[src/pkg/mvd_regs.svh]
// register offsets, field positions, reset values and memory size for the move datapath
// assumes inclusion by bare name from hdl/ and sim/ files
`ifndef MVD_REGS_SVH
`define MVD_REGS_SVH

// apb byte offsets
`define MVD_CTRL_OFF        12'h000
`define MVD_INSTR_OFF       12'h004
`define MVD_ACC_OFF         12'h008
`define MVD_PTR0_OFF        12'h00C
`define MVD_PTR1_OFF        12'h010
`define MVD_BANK_OFF        12'h014
`define MVD_PCLATCH_OFF     12'h018
`define MVD_STATUS_OFF      12'h01C
`define MVD_MEMADDR_OFF     12'h020
`define MVD_MEMDATA_OFF     12'h024

// instruction word fields (14 bits)
`define MVD_OP_MSB          13
`define MVD_OP_LSB          7
`define MVD_MODE_MSB        1
`define MVD_MODE_LSB        0
`define MVD_PSEL_BIT        2
`define MVD_OFF_MSB         5
`define MVD_OFF_LSB         0
`define MVD_RPSEL_BIT       6

// status bits and indirect window file addresses
`define MVD_ZERO_BIT        0
`define MVD_BUSY_BIT        1
`define MVD_INDF0_ADDR      7'h00
`define MVD_INDF1_ADDR      7'h01

// reset values
`define MVD_ACC_RST         8'h00
`define MVD_PTR_RST         16'h0000
`define MVD_BANK_RST        5'h00
`define MVD_PCL_RST         7'h00

`define MVD_MEM_WORDS       256
`endif

[src/pkg/mvd_pkg.sv]
// types for the move-instruction datapath
// assumes mvd_regs.svh is on the include path
`default_nettype none
package mvd_pkg;
  typedef enum logic [2:0] {
    MVD_OP_NONE,
    MVD_OP_ILOAD,
    MVD_OP_ISTORE,
    MVD_OP_BANK,
    MVD_OP_PCL,
    MVD_OP_LITACC,
    MVD_OP_ACCSTORE
  } mvd_op_t;

  typedef enum logic [1:0] {
    MVD_PRE_INC  = 2'b00,
    MVD_PRE_DEC  = 2'b01,
    MVD_POST_INC = 2'b10,
    MVD_POST_DEC = 2'b11
  } mvd_mode_t;

  typedef struct packed {
    mvd_op_t     op;
    mvd_mode_t   mode;
    logic        ptr_sel;
    logic        rel;
    logic [5:0]  offset;
    logic [7:0]  literal;
    logic [6:0]  faddr;
  } mvd_dec_t;

  typedef struct packed {
    logic        we;
    logic [15:0] addr;
    logic [7:0]  wdata;
  } mvd_mem_req_t;
endpackage
`default_nettype wire

[src/hdl/mvd_core.sv]
// move-instruction datapath with an apb slave for execution and inspection
// assumes one core clock; writing INSTR executes one instruction in that cycle
//
// Notes on behaviour
// RULE1: indirect load reads memory at selected pointer's address into accumulator, updates zero
// RULE2: mode 00 pre-inc, 01 pre-dec, 10 post-inc, 11 post-dec
// RULE3: relative form addresses pointer plus signed offset -32..31, pointer unchanged
// RULE4: indirect window address has no storage; redirects to the pointer's address
// RULE5: pointers are 16 bits and wrap modulo 65536
// RULE6: pointer update never touches any status flag
// RULE7: indirect store writes accumulator at effective address, flags unchanged
// RULE8: bank literal loads 5-bit value into bank select register, flags unchanged
// RULE9: program latch literal loads 7-bit value into high latch, flags unchanged
// RULE10: accumulator literal loads 8-bit value in one cycle, flags unchanged
// RULE11: accumulator store copies accumulator to 7-bit file address in one cycle
// RULE12: indirect load sets zero when moved byte is zero, else clears it
`timescale 1ns/1ns
`default_nettype none
`include "mvd_regs.svh"
module mvd_core
  import mvd_pkg::*;
(
  input  wire logic        pclk,     // core clock
  input  wire logic        presetn,  // async reset, low active
  input  wire logic        ce,       // clock enable, freezes state when low
  input  wire logic        psel,     // apb select
  input  wire logic        penable,  // apb enable
  input  wire logic        pwrite,   // apb direction
  input  wire logic [11:0] paddr,    // apb byte address
  input  wire logic [31:0] pwdata,   // apb write data
  output logic      [31:0] prdata,   // apb read data
  output logic             pready,   // apb ready
  output logic             pslverr,  // apb error
  output logic      [7:0]  acc_out,  // accumulator
  output logic             zero_out  // zero flag
);
  ////////////////////////////////////////////////////////////////////////
  mvd_dec_t     dec;
  mvd_mem_req_t mreq;
  logic [13:0]  instr;
  logic [7:0]   acc_ff;
  logic [15:0]  ptr_ff [0:1];
  logic [4:0]   bank_ff;
  logic [6:0]   pcl_ff;
  logic         zero_ff;
  logic [15:0]  memaddr_ff;
  logic [15:0]  ea;
  logic [15:0]  nxt_ptr;
  logic [15:0]  raddr;
  logic [7:0]   rdata;
  logic [7:0]   file_rd;
  logic         wr_acc, rd_acc, exec;
  logic         map_ok;

  // write waits for pready high, read acts while pready is low, so a setup missed while frozen is answered, and acts, later
  assign wr_acc = psel && penable && pwrite && pready && ce;
  assign rd_acc = psel && !pwrite && !pready;
  assign exec   = wr_acc && (paddr == `MVD_INSTR_OFF);
  assign instr  = pwdata[13:0];

  mvd_decode u_dec (
    .instr (instr),
    .dec   (dec)
  );

  // wraps naturally on 16-bit adds
  function automatic logic [15:0] ptr_step(input logic [15:0] p, input logic dn);
    ptr_step = dn ? p - 16'h0001 : p + 16'h0001; // RULE5
  endfunction

  ////////////////////////////////////////////////////////////////////////
  // effective address and pointer update
  always_comb begin
    ea      = ptr_ff[dec.ptr_sel];
    nxt_ptr = ptr_ff[dec.ptr_sel];
    if (dec.rel) begin
      ea = ptr_ff[dec.ptr_sel] + {{10{dec.offset[5]}}, dec.offset}; // RULE3
    end else begin
      unique case (dec.mode) // RULE2
        MVD_PRE_INC: begin
          nxt_ptr = ptr_step(ptr_ff[dec.ptr_sel], 1'b0);
          ea      = nxt_ptr;
        end
        MVD_PRE_DEC: begin
          nxt_ptr = ptr_step(ptr_ff[dec.ptr_sel], 1'b1);
          ea      = nxt_ptr;
        end
        MVD_POST_INC: nxt_ptr = ptr_step(ptr_ff[dec.ptr_sel], 1'b0);
        MVD_POST_DEC: nxt_ptr = ptr_step(ptr_ff[dec.ptr_sel], 1'b1);
      endcase
    end
  end

  // file-register read for apb inspection; window addresses follow the pointer
  always_comb begin
    raddr = memaddr_ff;
    if (memaddr_ff[15:7] == 9'h000 && memaddr_ff[6:0] == `MVD_INDF0_ADDR) begin
      raddr = ptr_ff[0]; // RULE4
    end else if (memaddr_ff[15:7] == 9'h000 && memaddr_ff[6:0] == `MVD_INDF1_ADDR) begin
      raddr = ptr_ff[1]; // RULE4
    end
  end

  // memory read port is shared: indirect load wins during execution
  assign file_rd = rdata;

  always_comb begin
    mreq = '0;
    if (exec && dec.op == MVD_OP_ISTORE) begin
      mreq.we    = 1'b1;
      mreq.addr  = ea; // RULE7
      mreq.wdata = acc_ff;
    end else if (exec && dec.op == MVD_OP_ACCSTORE) begin
      mreq.we    = 1'b1;
      mreq.wdata = acc_ff; // RULE11
      unique case (dec.faddr)
        `MVD_INDF0_ADDR: mreq.addr = ptr_ff[0]; // RULE4
        `MVD_INDF1_ADDR: mreq.addr = ptr_ff[1]; // RULE4
        default:         mreq.addr = {9'h000, dec.faddr};
      endcase
    end
  end

  logic [15:0] mem_raddr;
  assign mem_raddr = (exec && dec.op == MVD_OP_ILOAD) ? ea : raddr;

  mvd_dmem u_mem (
    .pclk  (pclk),
    .ce    (ce),
    .req   (mreq),
    .raddr (mem_raddr),
    .rdata (rdata)
  );

  ////////////////////////////////////////////////////////////////////////
  // accumulator
  always_ff @(posedge pclk or negedge presetn) begin
    if (!presetn) begin
      acc_ff <= `MVD_ACC_RST;
    end else if (ce && exec && dec.op == MVD_OP_ILOAD) begin
      acc_ff <= rdata; // RULE1
    end else if (ce && exec && dec.op == MVD_OP_LITACC) begin
      acc_ff <= dec.literal; // RULE10
    end else if (wr_acc && paddr == `MVD_ACC_OFF) begin
      acc_ff <= pwdata[7:0];
    end
  end

  // zero flag: only the indirect load and an apb status write touch it
  always_ff @(posedge pclk or negedge presetn) begin
    if (!presetn) begin
      zero_ff <= 1'b0;
    end else if (ce && exec && dec.op == MVD_OP_ILOAD) begin
      zero_ff <= (rdata == 8'h00); // RULE12 RULE1
    end else if (wr_acc && paddr == `MVD_STATUS_OFF) begin
      zero_ff <= pwdata[`MVD_ZERO_BIT];
    end
  end

  // pointers: relative form leaves them alone
  always_ff @(posedge pclk or negedge presetn) begin
    if (!presetn) begin
      ptr_ff[0] <= `MVD_PTR_RST;
      ptr_ff[1] <= `MVD_PTR_RST;
    end else if (ce && exec && !dec.rel &&
                 (dec.op == MVD_OP_ILOAD || dec.op == MVD_OP_ISTORE)) begin
      ptr_ff[dec.ptr_sel] <= nxt_ptr; // RULE2 RULE6
    end else if (wr_acc && paddr == `MVD_PTR0_OFF) begin
      ptr_ff[0] <= pwdata[15:0];
    end else if (wr_acc && paddr == `MVD_PTR1_OFF) begin
      ptr_ff[1] <= pwdata[15:0];
    end
  end

  always_ff @(posedge pclk or negedge presetn) begin
    if (!presetn) begin
      bank_ff <= `MVD_BANK_RST;
    end else if (ce && exec && dec.op == MVD_OP_BANK) begin
      bank_ff <= dec.literal[4:0]; // RULE8
    end else if (wr_acc && paddr == `MVD_BANK_OFF) begin
      bank_ff <= pwdata[4:0];
    end
  end

  always_ff @(posedge pclk or negedge presetn) begin
    if (!presetn) begin
      pcl_ff <= `MVD_PCL_RST;
    end else if (ce && exec && dec.op == MVD_OP_PCL) begin
      pcl_ff <= dec.literal[6:0]; // RULE9
    end else if (wr_acc && paddr == `MVD_PCLATCH_OFF) begin
      pcl_ff <= pwdata[6:0];
    end
  end

  always_ff @(posedge pclk or negedge presetn) begin
    if (!presetn) begin
      memaddr_ff <= 16'h0000;
    end else if (wr_acc && paddr == `MVD_MEMADDR_OFF) begin
      memaddr_ff <= pwdata[15:0];
    end
  end

  ////////////////////////////////////////////////////////////////////////
  // apb slave: answer one cycle after setup; a stalled request is answered once ce returns
  always_comb begin
    map_ok = 1'b1;
    unique case (paddr)
      `MVD_CTRL_OFF, `MVD_INSTR_OFF, `MVD_ACC_OFF, `MVD_PTR0_OFF, `MVD_PTR1_OFF,
      `MVD_BANK_OFF, `MVD_PCLATCH_OFF, `MVD_STATUS_OFF, `MVD_MEMADDR_OFF,
      `MVD_MEMDATA_OFF: map_ok = 1'b1;
      default: map_ok = 1'b0;
    endcase
  end

  always_ff @(posedge pclk or negedge presetn) begin
    if (!presetn) begin
      prdata <= 32'h0000_0000;
    end else if (ce && rd_acc) begin
      unique case (paddr)
        `MVD_ACC_OFF:     prdata <= {24'h00_0000, acc_ff};
        `MVD_PTR0_OFF:    prdata <= {16'h0000, ptr_ff[0]};
        `MVD_PTR1_OFF:    prdata <= {16'h0000, ptr_ff[1]};
        `MVD_BANK_OFF:    prdata <= {27'h000_0000, bank_ff};
        `MVD_PCLATCH_OFF: prdata <= {25'h000_0000, pcl_ff};
        `MVD_STATUS_OFF:  prdata <= {31'h0000_0000, zero_ff};
        `MVD_MEMADDR_OFF: prdata <= {16'h0000, memaddr_ff};
        `MVD_MEMDATA_OFF: prdata <= {24'h00_0000, file_rd};
        default:          prdata <= 32'h0000_0000;
      endcase
    end
  end

  always_ff @(posedge pclk or negedge presetn) begin
    if (!presetn) begin
      pready  <= 1'b0;
      pslverr <= 1'b0;
    end else if (ce) begin
      pready  <= psel && !pready;
      pslverr <= psel && !pready && !map_ok;
    end
  end

  always_ff @(posedge pclk or negedge presetn) begin
    if (!presetn) begin
      acc_out  <= `MVD_ACC_RST;
      zero_out <= 1'b0;
    end else if (ce) begin
      acc_out  <= acc_ff;
      zero_out <= zero_ff;
    end
  end

  ////////////////////////////////////////////////////////////////////////
  logic [7:0]  ld_exp;
  assign ld_exp = rdata;
endmodule
`default_nettype wire

[src/hdl/mvd_decode.sv]
// instruction decoder for the move group
// assumes a 14-bit instruction word; unknown words decode to no operation
`timescale 1ns/1ns
`default_nettype none
`include "mvd_regs.svh"
module mvd_decode
  import mvd_pkg::*;
(
  input  wire logic [13:0] instr,   // instruction word
  output mvd_dec_t         dec      // decoded fields
);
  always_comb begin
    dec         = '0;
    dec.mode    = mvd_mode_t'(instr[`MVD_MODE_MSB:`MVD_MODE_LSB]);
    dec.ptr_sel = instr[`MVD_PSEL_BIT];
    dec.offset  = instr[`MVD_OFF_MSB:`MVD_OFF_LSB];
    dec.literal = instr[7:0];
    dec.faddr   = instr[6:0];
    if (instr[13:3] == 11'h002) begin
      dec.op = MVD_OP_ILOAD;
    end else if (instr[13:3] == 11'h003) begin
      dec.op = MVD_OP_ISTORE;
    end else if (instr[13:7] == 7'h7E) begin
      dec.op      = MVD_OP_ILOAD;
      dec.rel     = 1'b1;
      dec.ptr_sel = instr[`MVD_RPSEL_BIT];
    end else if (instr[13:7] == 7'h7F) begin
      dec.op      = MVD_OP_ISTORE;
      dec.rel     = 1'b1;
      dec.ptr_sel = instr[`MVD_RPSEL_BIT];
    end else if (instr[13:5] == 9'h001) begin
      dec.op = MVD_OP_BANK;
    end else if (instr[13:7] == 7'h63) begin
      dec.op = MVD_OP_PCL;
    end else if (instr[13:8] == 6'h30) begin
      dec.op = MVD_OP_LITACC;
    end else if (instr[13:7] == 7'h01) begin
      dec.op = MVD_OP_ACCSTORE;
    end
  end
endmodule
`default_nettype wire

[src/hdl/mvd_dmem.sv]
// small data memory reached by the move datapath
// assumes synchronous write, combinational read; addresses wrap modulo depth
`timescale 1ns/1ns
`default_nettype none
`include "mvd_regs.svh"
module mvd_dmem
  import mvd_pkg::*;
(
  input  wire logic         pclk,    // clock
  input  wire logic         ce,      // clock enable
  input  wire mvd_mem_req_t req,     // write request
  input  wire logic [15:0]  raddr,   // read address
  output logic      [7:0]   rdata    // read data
);
  logic [7:0] mem_ff [0:`MVD_MEM_WORDS-1];
  always_ff @(posedge pclk) begin
    if (ce && req.we) begin
      mem_ff[req.addr[7:0]] <= req.wdata;
    end
  end
  assign rdata = mem_ff[raddr[7:0]];
endmodule
`default_nettype wire

[config.mk]
export PLATFORM = sky130hd
export DESIGN_NAME = mvd_core
export DESIGN_NICKNAME = d
export VERILOG_FILES = /design/src/pkg/mvd_pkg.sv /design/src/hdl/mvd_core.sv /design/src/hdl/mvd_decode.sv /design/src/hdl/mvd_dmem.sv
export VERILOG_INCLUDE_DIRS = /design/src /design/src/pkg
export SDC_FILE = /design/constraint.sdc
export NUM_CORES = 2
export LEC_CHECK = 0
export BUFFER_PORTS_ARGS = -buffer_cell sky130_fd_sc_hd__buf_2
export CORE_ASPECT_RATIO = 0.8
export CORE_MARGIN = 4
export CORE_UTILIZATION = 25
export DETAILED_ROUTE_END_ITERATION = 10
export HOLD_SLACK_MARGIN = 0.12
export PLACE_DENSITY = 0.4
export SLEW_MARGIN = 10
export SYNTH_ARGS = -nofsm -noshare
export SYNTH_HDL_FRONTEND = slang
export SYNTH_SLANG_ARGS = --single-unit
[constraint.sdc]
create_clock -name pclk -period 5.4 [get_ports pclk]
set_input_delay 0 -clock pclk [delete_from_list [all_inputs] [get_ports pclk]]
set_output_delay 0 -clock pclk [all_outputs]
set_load 0.03 [all_outputs]
# Yosys cells after proc, flatten, opt, wreduce, memory -nomap -nowiden
# Memory sizes are Yosys's and may differ from the RTL's.
# Cells that the tools add are included.
dict set report totals {
  ff_bits 112
  mem_bits_rw 2048
  inputBits 50
  wordCells 145
  mem_count 1
}
dict set report classes {
  n_addsub 3
  magnitude_cmp 2
  eq_ne 29
  n_mux 45
  bitwise_logic 1
  n_reduce_logical 52
}
# name words width read_ports rd_clocked_by_memory_dff wr line_no
set memory_table {}
lappend memory_table {u_mem.mem_ff 256 8 1 0 1 mvd_dmem.sv:15} ;# logic [7:0] mem_ff [0:`MVD_MEM_WORDS-1];
# operator count
set op_table {}
lappend op_table {{16-bit 2-to-1 mux} 9}
lappend op_table {{16-bit one-hot mux with 8 select lines} 1}
lappend op_table {{16-bit one-hot mux with 2 select lines} 3}
lappend op_table {{25-bit 2-to-1 mux} 2}
lappend op_table {{12-bit by 5-bit == test with 1-bit output, second input constant} 4}
lappend op_table {{8-bit 2-to-1 mux} 6}
lappend op_table {{32-bit bitwise mux} 1}
lappend op_table {{32-bit 2-to-1 mux} 1}
lappend op_table {{1-bit logical AND} 31}
lappend op_table {{12-bit by 4-bit == test with 1-bit output, second input constant} 2}
lappend op_table {{12-bit by 6-bit == test with 1-bit output, second input constant} 2}
lappend op_table {{3-bit 2-to-1 mux} 8}
lappend op_table {{11-bit by 2-bit == test with 1-bit output, second input constant} 2}
lappend op_table {{7-bit by 1-bit == test with 1-bit output, second input constant} 3}
lappend op_table {{7-bit == test, second input constant} 3}
lappend op_table {{16-bit by 1-bit adder with 16-bit output, second input constant} 1}
lappend op_table {{16-bit adder} 1}
lappend op_table {{16-bit demux with 1-bit select} 1}
lappend op_table {{16-bit by 1-bit subtractor with 16-bit output, second input constant} 1}
lappend op_table {{7-bit zero test} 2}
lappend op_table {{7-bit 2-to-1 mux} 2}
lappend op_table {{12-bit by 3-bit == test with 1-bit output, second input constant} 1}
lappend op_table {{12-bit zero test} 1}
lappend op_table {{5-bit 2-to-1 mux} 2}
lappend op_table {{other kinds (23)} 42}

# Depth between registers and ports, before layout
dict set report depth {
  ltp_word 16
  mapped_depth 30
}

# By module
# A second synthesis with hierarchy kept.
dict set report hier_totals {
  cells_unflattened 4764
  hier_area_um2 88060.7
}
# mod instances cells_each area_each_um2 seq_area_each_um2
set modules_own_cells {}
lappend modules_own_cells {mvd_dmem 1 3754 79705.2 61499.0}
lappend modules_own_cells {mvd_core 1 965 8044.0 2402.3}
lappend modules_own_cells {mvd_decode 1 45 311.5 0.0}

# Worst setup path after synthesis
# Ideal clock, no wire load.
dict set report synth_path {
  path_type {input to register}
  startpoint {input pwdata[8]}
  endpoint {memory u_mem.mem_ff[0][0], data pin}
  setup_time_ns 0.869
  arrival_ns 5.083
  t_required_ns 4.531
  setup_slack_ns -0.553
  path_stages 11
  path_buffers 5
  cell_sequence {buf_2 and4_1 buf_2 nand2_1 buf_2 buf_1 a21oi_1 a21oi_1 and3_1 clkbuf_1 and2_1}
}
# element line_no
set synth_lines {}
lappend synth_lines {{start, declared} mvd_core.sv:30} ;# input wire logic [31:0] pwdata,
lappend synth_lines {{end, declared} mvd_dmem.sv:15}

# Final worst setup path
dict set report layout_path {
  startpoint {register memaddr_ff[8]}
  endpoint {register zero_ff}
}
dict set report layout_between {
  elab_chain_cells 8
  word_cells_on_any_way 9
}
# element line_no
set layout_lines {}
lappend layout_lines {{start, declared} mvd_core.sv:46} ;# logic [15:0] memaddr_ff;
lappend layout_lines {{start signal, assigned} mvd_core.sv:199} ;# memaddr_ff <= pwdata[15:0];
lappend layout_lines {{9-bit zero test *} {mvd_core.sv:97, mvd_core.sv:99}}
lappend layout_lines {{1-bit logical AND (no source line)} --}
lappend layout_lines {{8-bit 2-to-1 mux} mvd_core.sv:99} ;# end else if (memaddr_ff[15:7] == 9'h000 && memaddr_ff[6:0] == `MVD_INDF1_ADDR) begin
lappend layout_lines {{8-bit 2-to-1 mux *} mvd_core.sv:97} ;# if (memaddr_ff[15:7] == 9'h000 && memaddr_ff[6:0] == `MVD_INDF0_ADDR) begin
lappend layout_lines {{8-bit 2-to-1 mux *} mvd_core.sv:125} ;# assign mem_raddr = (exec && dec.op == MVD_OP_ILOAD) ? ea : raddr;
lappend layout_lines {{memory 256 x 8 bit *} --}
lappend layout_lines {{8-bit zero test *} mvd_core.sv:154} ;# zero_ff <= (rdata == 8'h00);
lappend layout_lines {{1-bit 2-to-1 mux *} mvd_core.sv:153} ;# end else if (ce && exec && dec.op == MVD_OP_ILOAD) begin
lappend layout_lines {{end signal, assigned} mvd_core.sv:154}
lappend layout_lines {{end signal, assigned} mvd_core.sv:156} ;# zero_ff <= pwdata[`MVD_ZERO_BIT];
lappend layout_lines {{end, declared} mvd_core.sv:45} ;# logic zero_ff;
# Mark *: on every way between the ends. The rest lies on a longest branch, timed or not.
# A chain may end at the register's enable or synchronous reset.

==> results_dict.tcl <==
set metrics [dict create \
    status "finished clean" \
    vias_per_cell 4.99 \
    crit-reg2reg-launch "memaddr_ff[8]" \
    initial_core_util 0.251 \
    clock_sink_count 2144 \
    total_power_mw 34.2 \
    core_area_mm2 0.357 \
    hold_ws_ns 0.116 \
    period_share 0.994 \
    synthXorXnorAreaFrac 0.00215 \
    dpl.hpwl_um 247000 \
    fill_cells 35698 \
    gp_congestion 0.891 \
    cp-startpoint "memaddr_ff[8]" \
    postSynthAreaPerCell_um2 13.2 \
    die_x_um 677 \
    worstMarginPinSlew_ns 1.07 \
    routedWlPerCell_um 28.6 \
    cellLeakagePower_nw 39.3 \
    crit_type "register to register" \
    final_common_cell "edfxtp_1" \
    ir_drop_uv 289 \
    syn_inst 6779 \
    cts_buffers 227 \
    crit_arrival_ns 6.18 \
    drc 0 \
    synth_compound_area_frac 0.0854 \
    report.final.slew_viol_count 0 \
    cts_buffer_depth 4 \
    grt_antenna_before_repair 38 \
    port_buffers 60 \
    synthAdderAreaFrac 0.00134 \
    fin_ws_ns 0.0341 \
    synth_ff_type "edfxtp_1" \
    syn2layout_area_growth_pct 27.7 \
    min_to "ptr_ff[5]" \
    grt_pass1_vias 62058 \
    ys_ff_latch 2144 \
    grt_first_pass_wirelength_um 508000 \
    reg2reg_setup_slack_ns 0.03 \
    insertion_delay_ns 0.90 \
    cts_htree_levels 4 \
    die-area_mm2 0.368 \
    wl_um 368000 \
    first_pass_iters 8 \
    critPathRequiredTime_ns 6.22 \
    overflow 0 \
    ys_async_sr_fraction 0.0448 \
    multiInputGateArea_mm2 0.0239 \
    final_antenna_net_count 0 \
    rr_worst_depth 19 \
    hold_violations 0 \
    drv_cap 0 \
    r2r_end "zero_ff" \
    finalSetupViolCount 0 \
    postLayoutCoreUtil 0.321 \
    cp-start-kind "register" \
    max_freq_mhz 186 \
    synth_cell_types 86 \
    cts-root-buf "clkbuf_16" \
    grtUsageTotal 0.193 \
    ios 93 \
    fin_nets 7993 \
    endpoint_kind "register" \
    synthSimpleGateAreaFrac 0.128 \
    regArea_mm2 0.0639 \
    synth_top_family_by_area "simple AND/OR/NAND/NOR gates" \
    clock-skew-final_ns 0.0656 \
    place_ws_ns -1.07 \
    via_count 64183 \
    cts_tree "yes" \
    relSlewSlack 0.283 \
    synth_edf_count 2048 \
    worstHoldStart "pwdata[8]" \
    mostFrequentLayoutCells "edfxtp_1 (2048), nand2_1 (1387), buf_4 (1097)" \
    synth.area.mux_share 0.0416 \
    hp-class "input pin to register" \
    cellPowerDensity_mw_per_mm2 299 \
    min_period_ns 5.37 \
    hold_depth 8 \
    drive_gt1_frac 0.230 \
    yosys_warnings 0 \
    ys_seq_area_frac 0.714 \
    rows 196 \
    clk_pin_slew_ns 0.06 \
    path_max_fanout 23 \
    die_h_um 543 \
    grt_max_degree 92 \
    dr.first_iter.drc_count 7440 \
    synth_area_mm2 0.0895 \
]
[sequential cells by signal (all words and copies together) (netlist names), 5 cells and up]
| signal | count |
|---|---|
| ptr_ff | 32 |
| acc_ff | 8 |
| u_mem.mem_ff | 2048 |
| bank_ff | 5 |
| acc_out | 8 |
| pcl_ff | 7 |
| memaddr_ff | 16 |
| prdata | 16 |
[metal layers]
layer | up-vias | track usage | wire length [um]
met5 | - | 0 | 101
met4 | 14 | 0.0503 | 9870
met3 | 473 | 0.0418 | 28700
met2 | 2502 | 0.292 | 161000
met1 | 33260 | 0.279 | 169000
li1 | 27934 | - | -
[worst max-delay path: stages (launching register included)]
cell and delay (ns):
dfrtp_2 0.44, nor4_4 0.35, buf_4 0.18, nand4_1 0.07, buf_4 0.17, or2_2 0.29
o22a_2 0.28, mux2i_4 0.25, o21a_4 0.25, buf_16 0.27, buf_4 0.24, a31oi_2 0.25
a22oi_2 0.48, o21ai_2 0.13, a2111oi_2 0.36, o21ai_1 0.17, buf_4 0.20, a2bb2oi_2 0.18
or4_1 0.54, o21ai_1 0.14
[cell families (layout without fill, tap and decap cells)]
family / Yosys count / after routing
simple gates: 2636 / 2636
compound gates: 1063 / 1063
fa+ha+maj: 9 / 9
flops: 2144 / 2144
mux: 348 / 348
other cells: 1 / 23
xor+xnor: 22 / 22
buf+inv: 556 / 1870
[repair_timing]
action,in CTS,in global routing
cloned,0,2
buffers inserted,12,25
setup endpoints to repair,17,16
gates resized for setup,45,69
hold endpoints to repair,192,1
pin swaps,7,20
hold buffers,66,1
[how the worst max path moves through the flow]
| stage | to | slack (ns) |
|---|---|---|
| after floorplan | zero_ff | -0.26 |
| after global placement | zero_ff | -1.73 |
| after detailed placement | prdata[0] | -1.07 |
| after CTS | zero_ff | 0.007 |
| after global routing | prdata[6] | -0.03 |
| final | zero_ff | 0.03 |
[synthesized netlist by cell type, types with 12 or more instances]
library cell	count	share of area
a211oi_1	167	0.014
a21oi_1	180	0.010
a221oi_1	12	0.0012
a22oi_1	36	0.0030
a311oi_1	172	0.017
a31oi_1	101	0.0071
a32oi_1	67	0.0066
and2_1	18	0.0013
and3_1	228	0.016
buf_1	71	0.0030
buf_2	178	0.010
buf_4	31	0.0026
clkbuf_1	221	0.0093
dfrtp_1	96	0.027
edfxtp_1	2048	0.69
inv_1	47	0.0020
mux2_2	49	0.0062
mux2i_1	282	0.032
mux4_2	13	0.0033
nand2_1	1406	0.059
nand3_1	405	0.023
nand4_1	33	0.0023
nor2_1	411	0.017
nor3_1	56	0.0031
nor4_1	18	0.0013
o211ai_1	57	0.0048
o21a_1	16	0.0013
o21ai_0	94	0.0053
o22ai_1	24	0.0017
xnor2_1	17	0.0017
[report_power, final]
part	internal, mW	switching [mW]	leakage (nW)
Sequential	17.9	0.00812	16.0
Combinational	0.179	0.288	19.7
Clock	9.02	6.78	3.53
Total	27.1	7.08	39.3
[cell type report]
type,count,area share
flip-flops and latches,2144,0.559
diodes,7,0.000153
well taps,4752,0.0520
inverters,48,0.00158
multi-input cells,4094,0.209
repair buffers,1419,0.115
clock buffers,286,0.0523
clock inverters,117,0.0110
[through the flow]
step / instances / cell area (um2) / TNS, ns
4_1_cts: 12832 / 114000 / 0
2_1_floorplan: 6794 / 89600 / -0.299
3_5_place_dp: 12351 / 105000 / -10.05
5_1_grt: 12861 / 114000 / -0.0392
6_report: 12867 / 114000 / 0
3_3_place_gp: 12350 / 105000 / -12.62
Power figures use the tool's default switching activity.
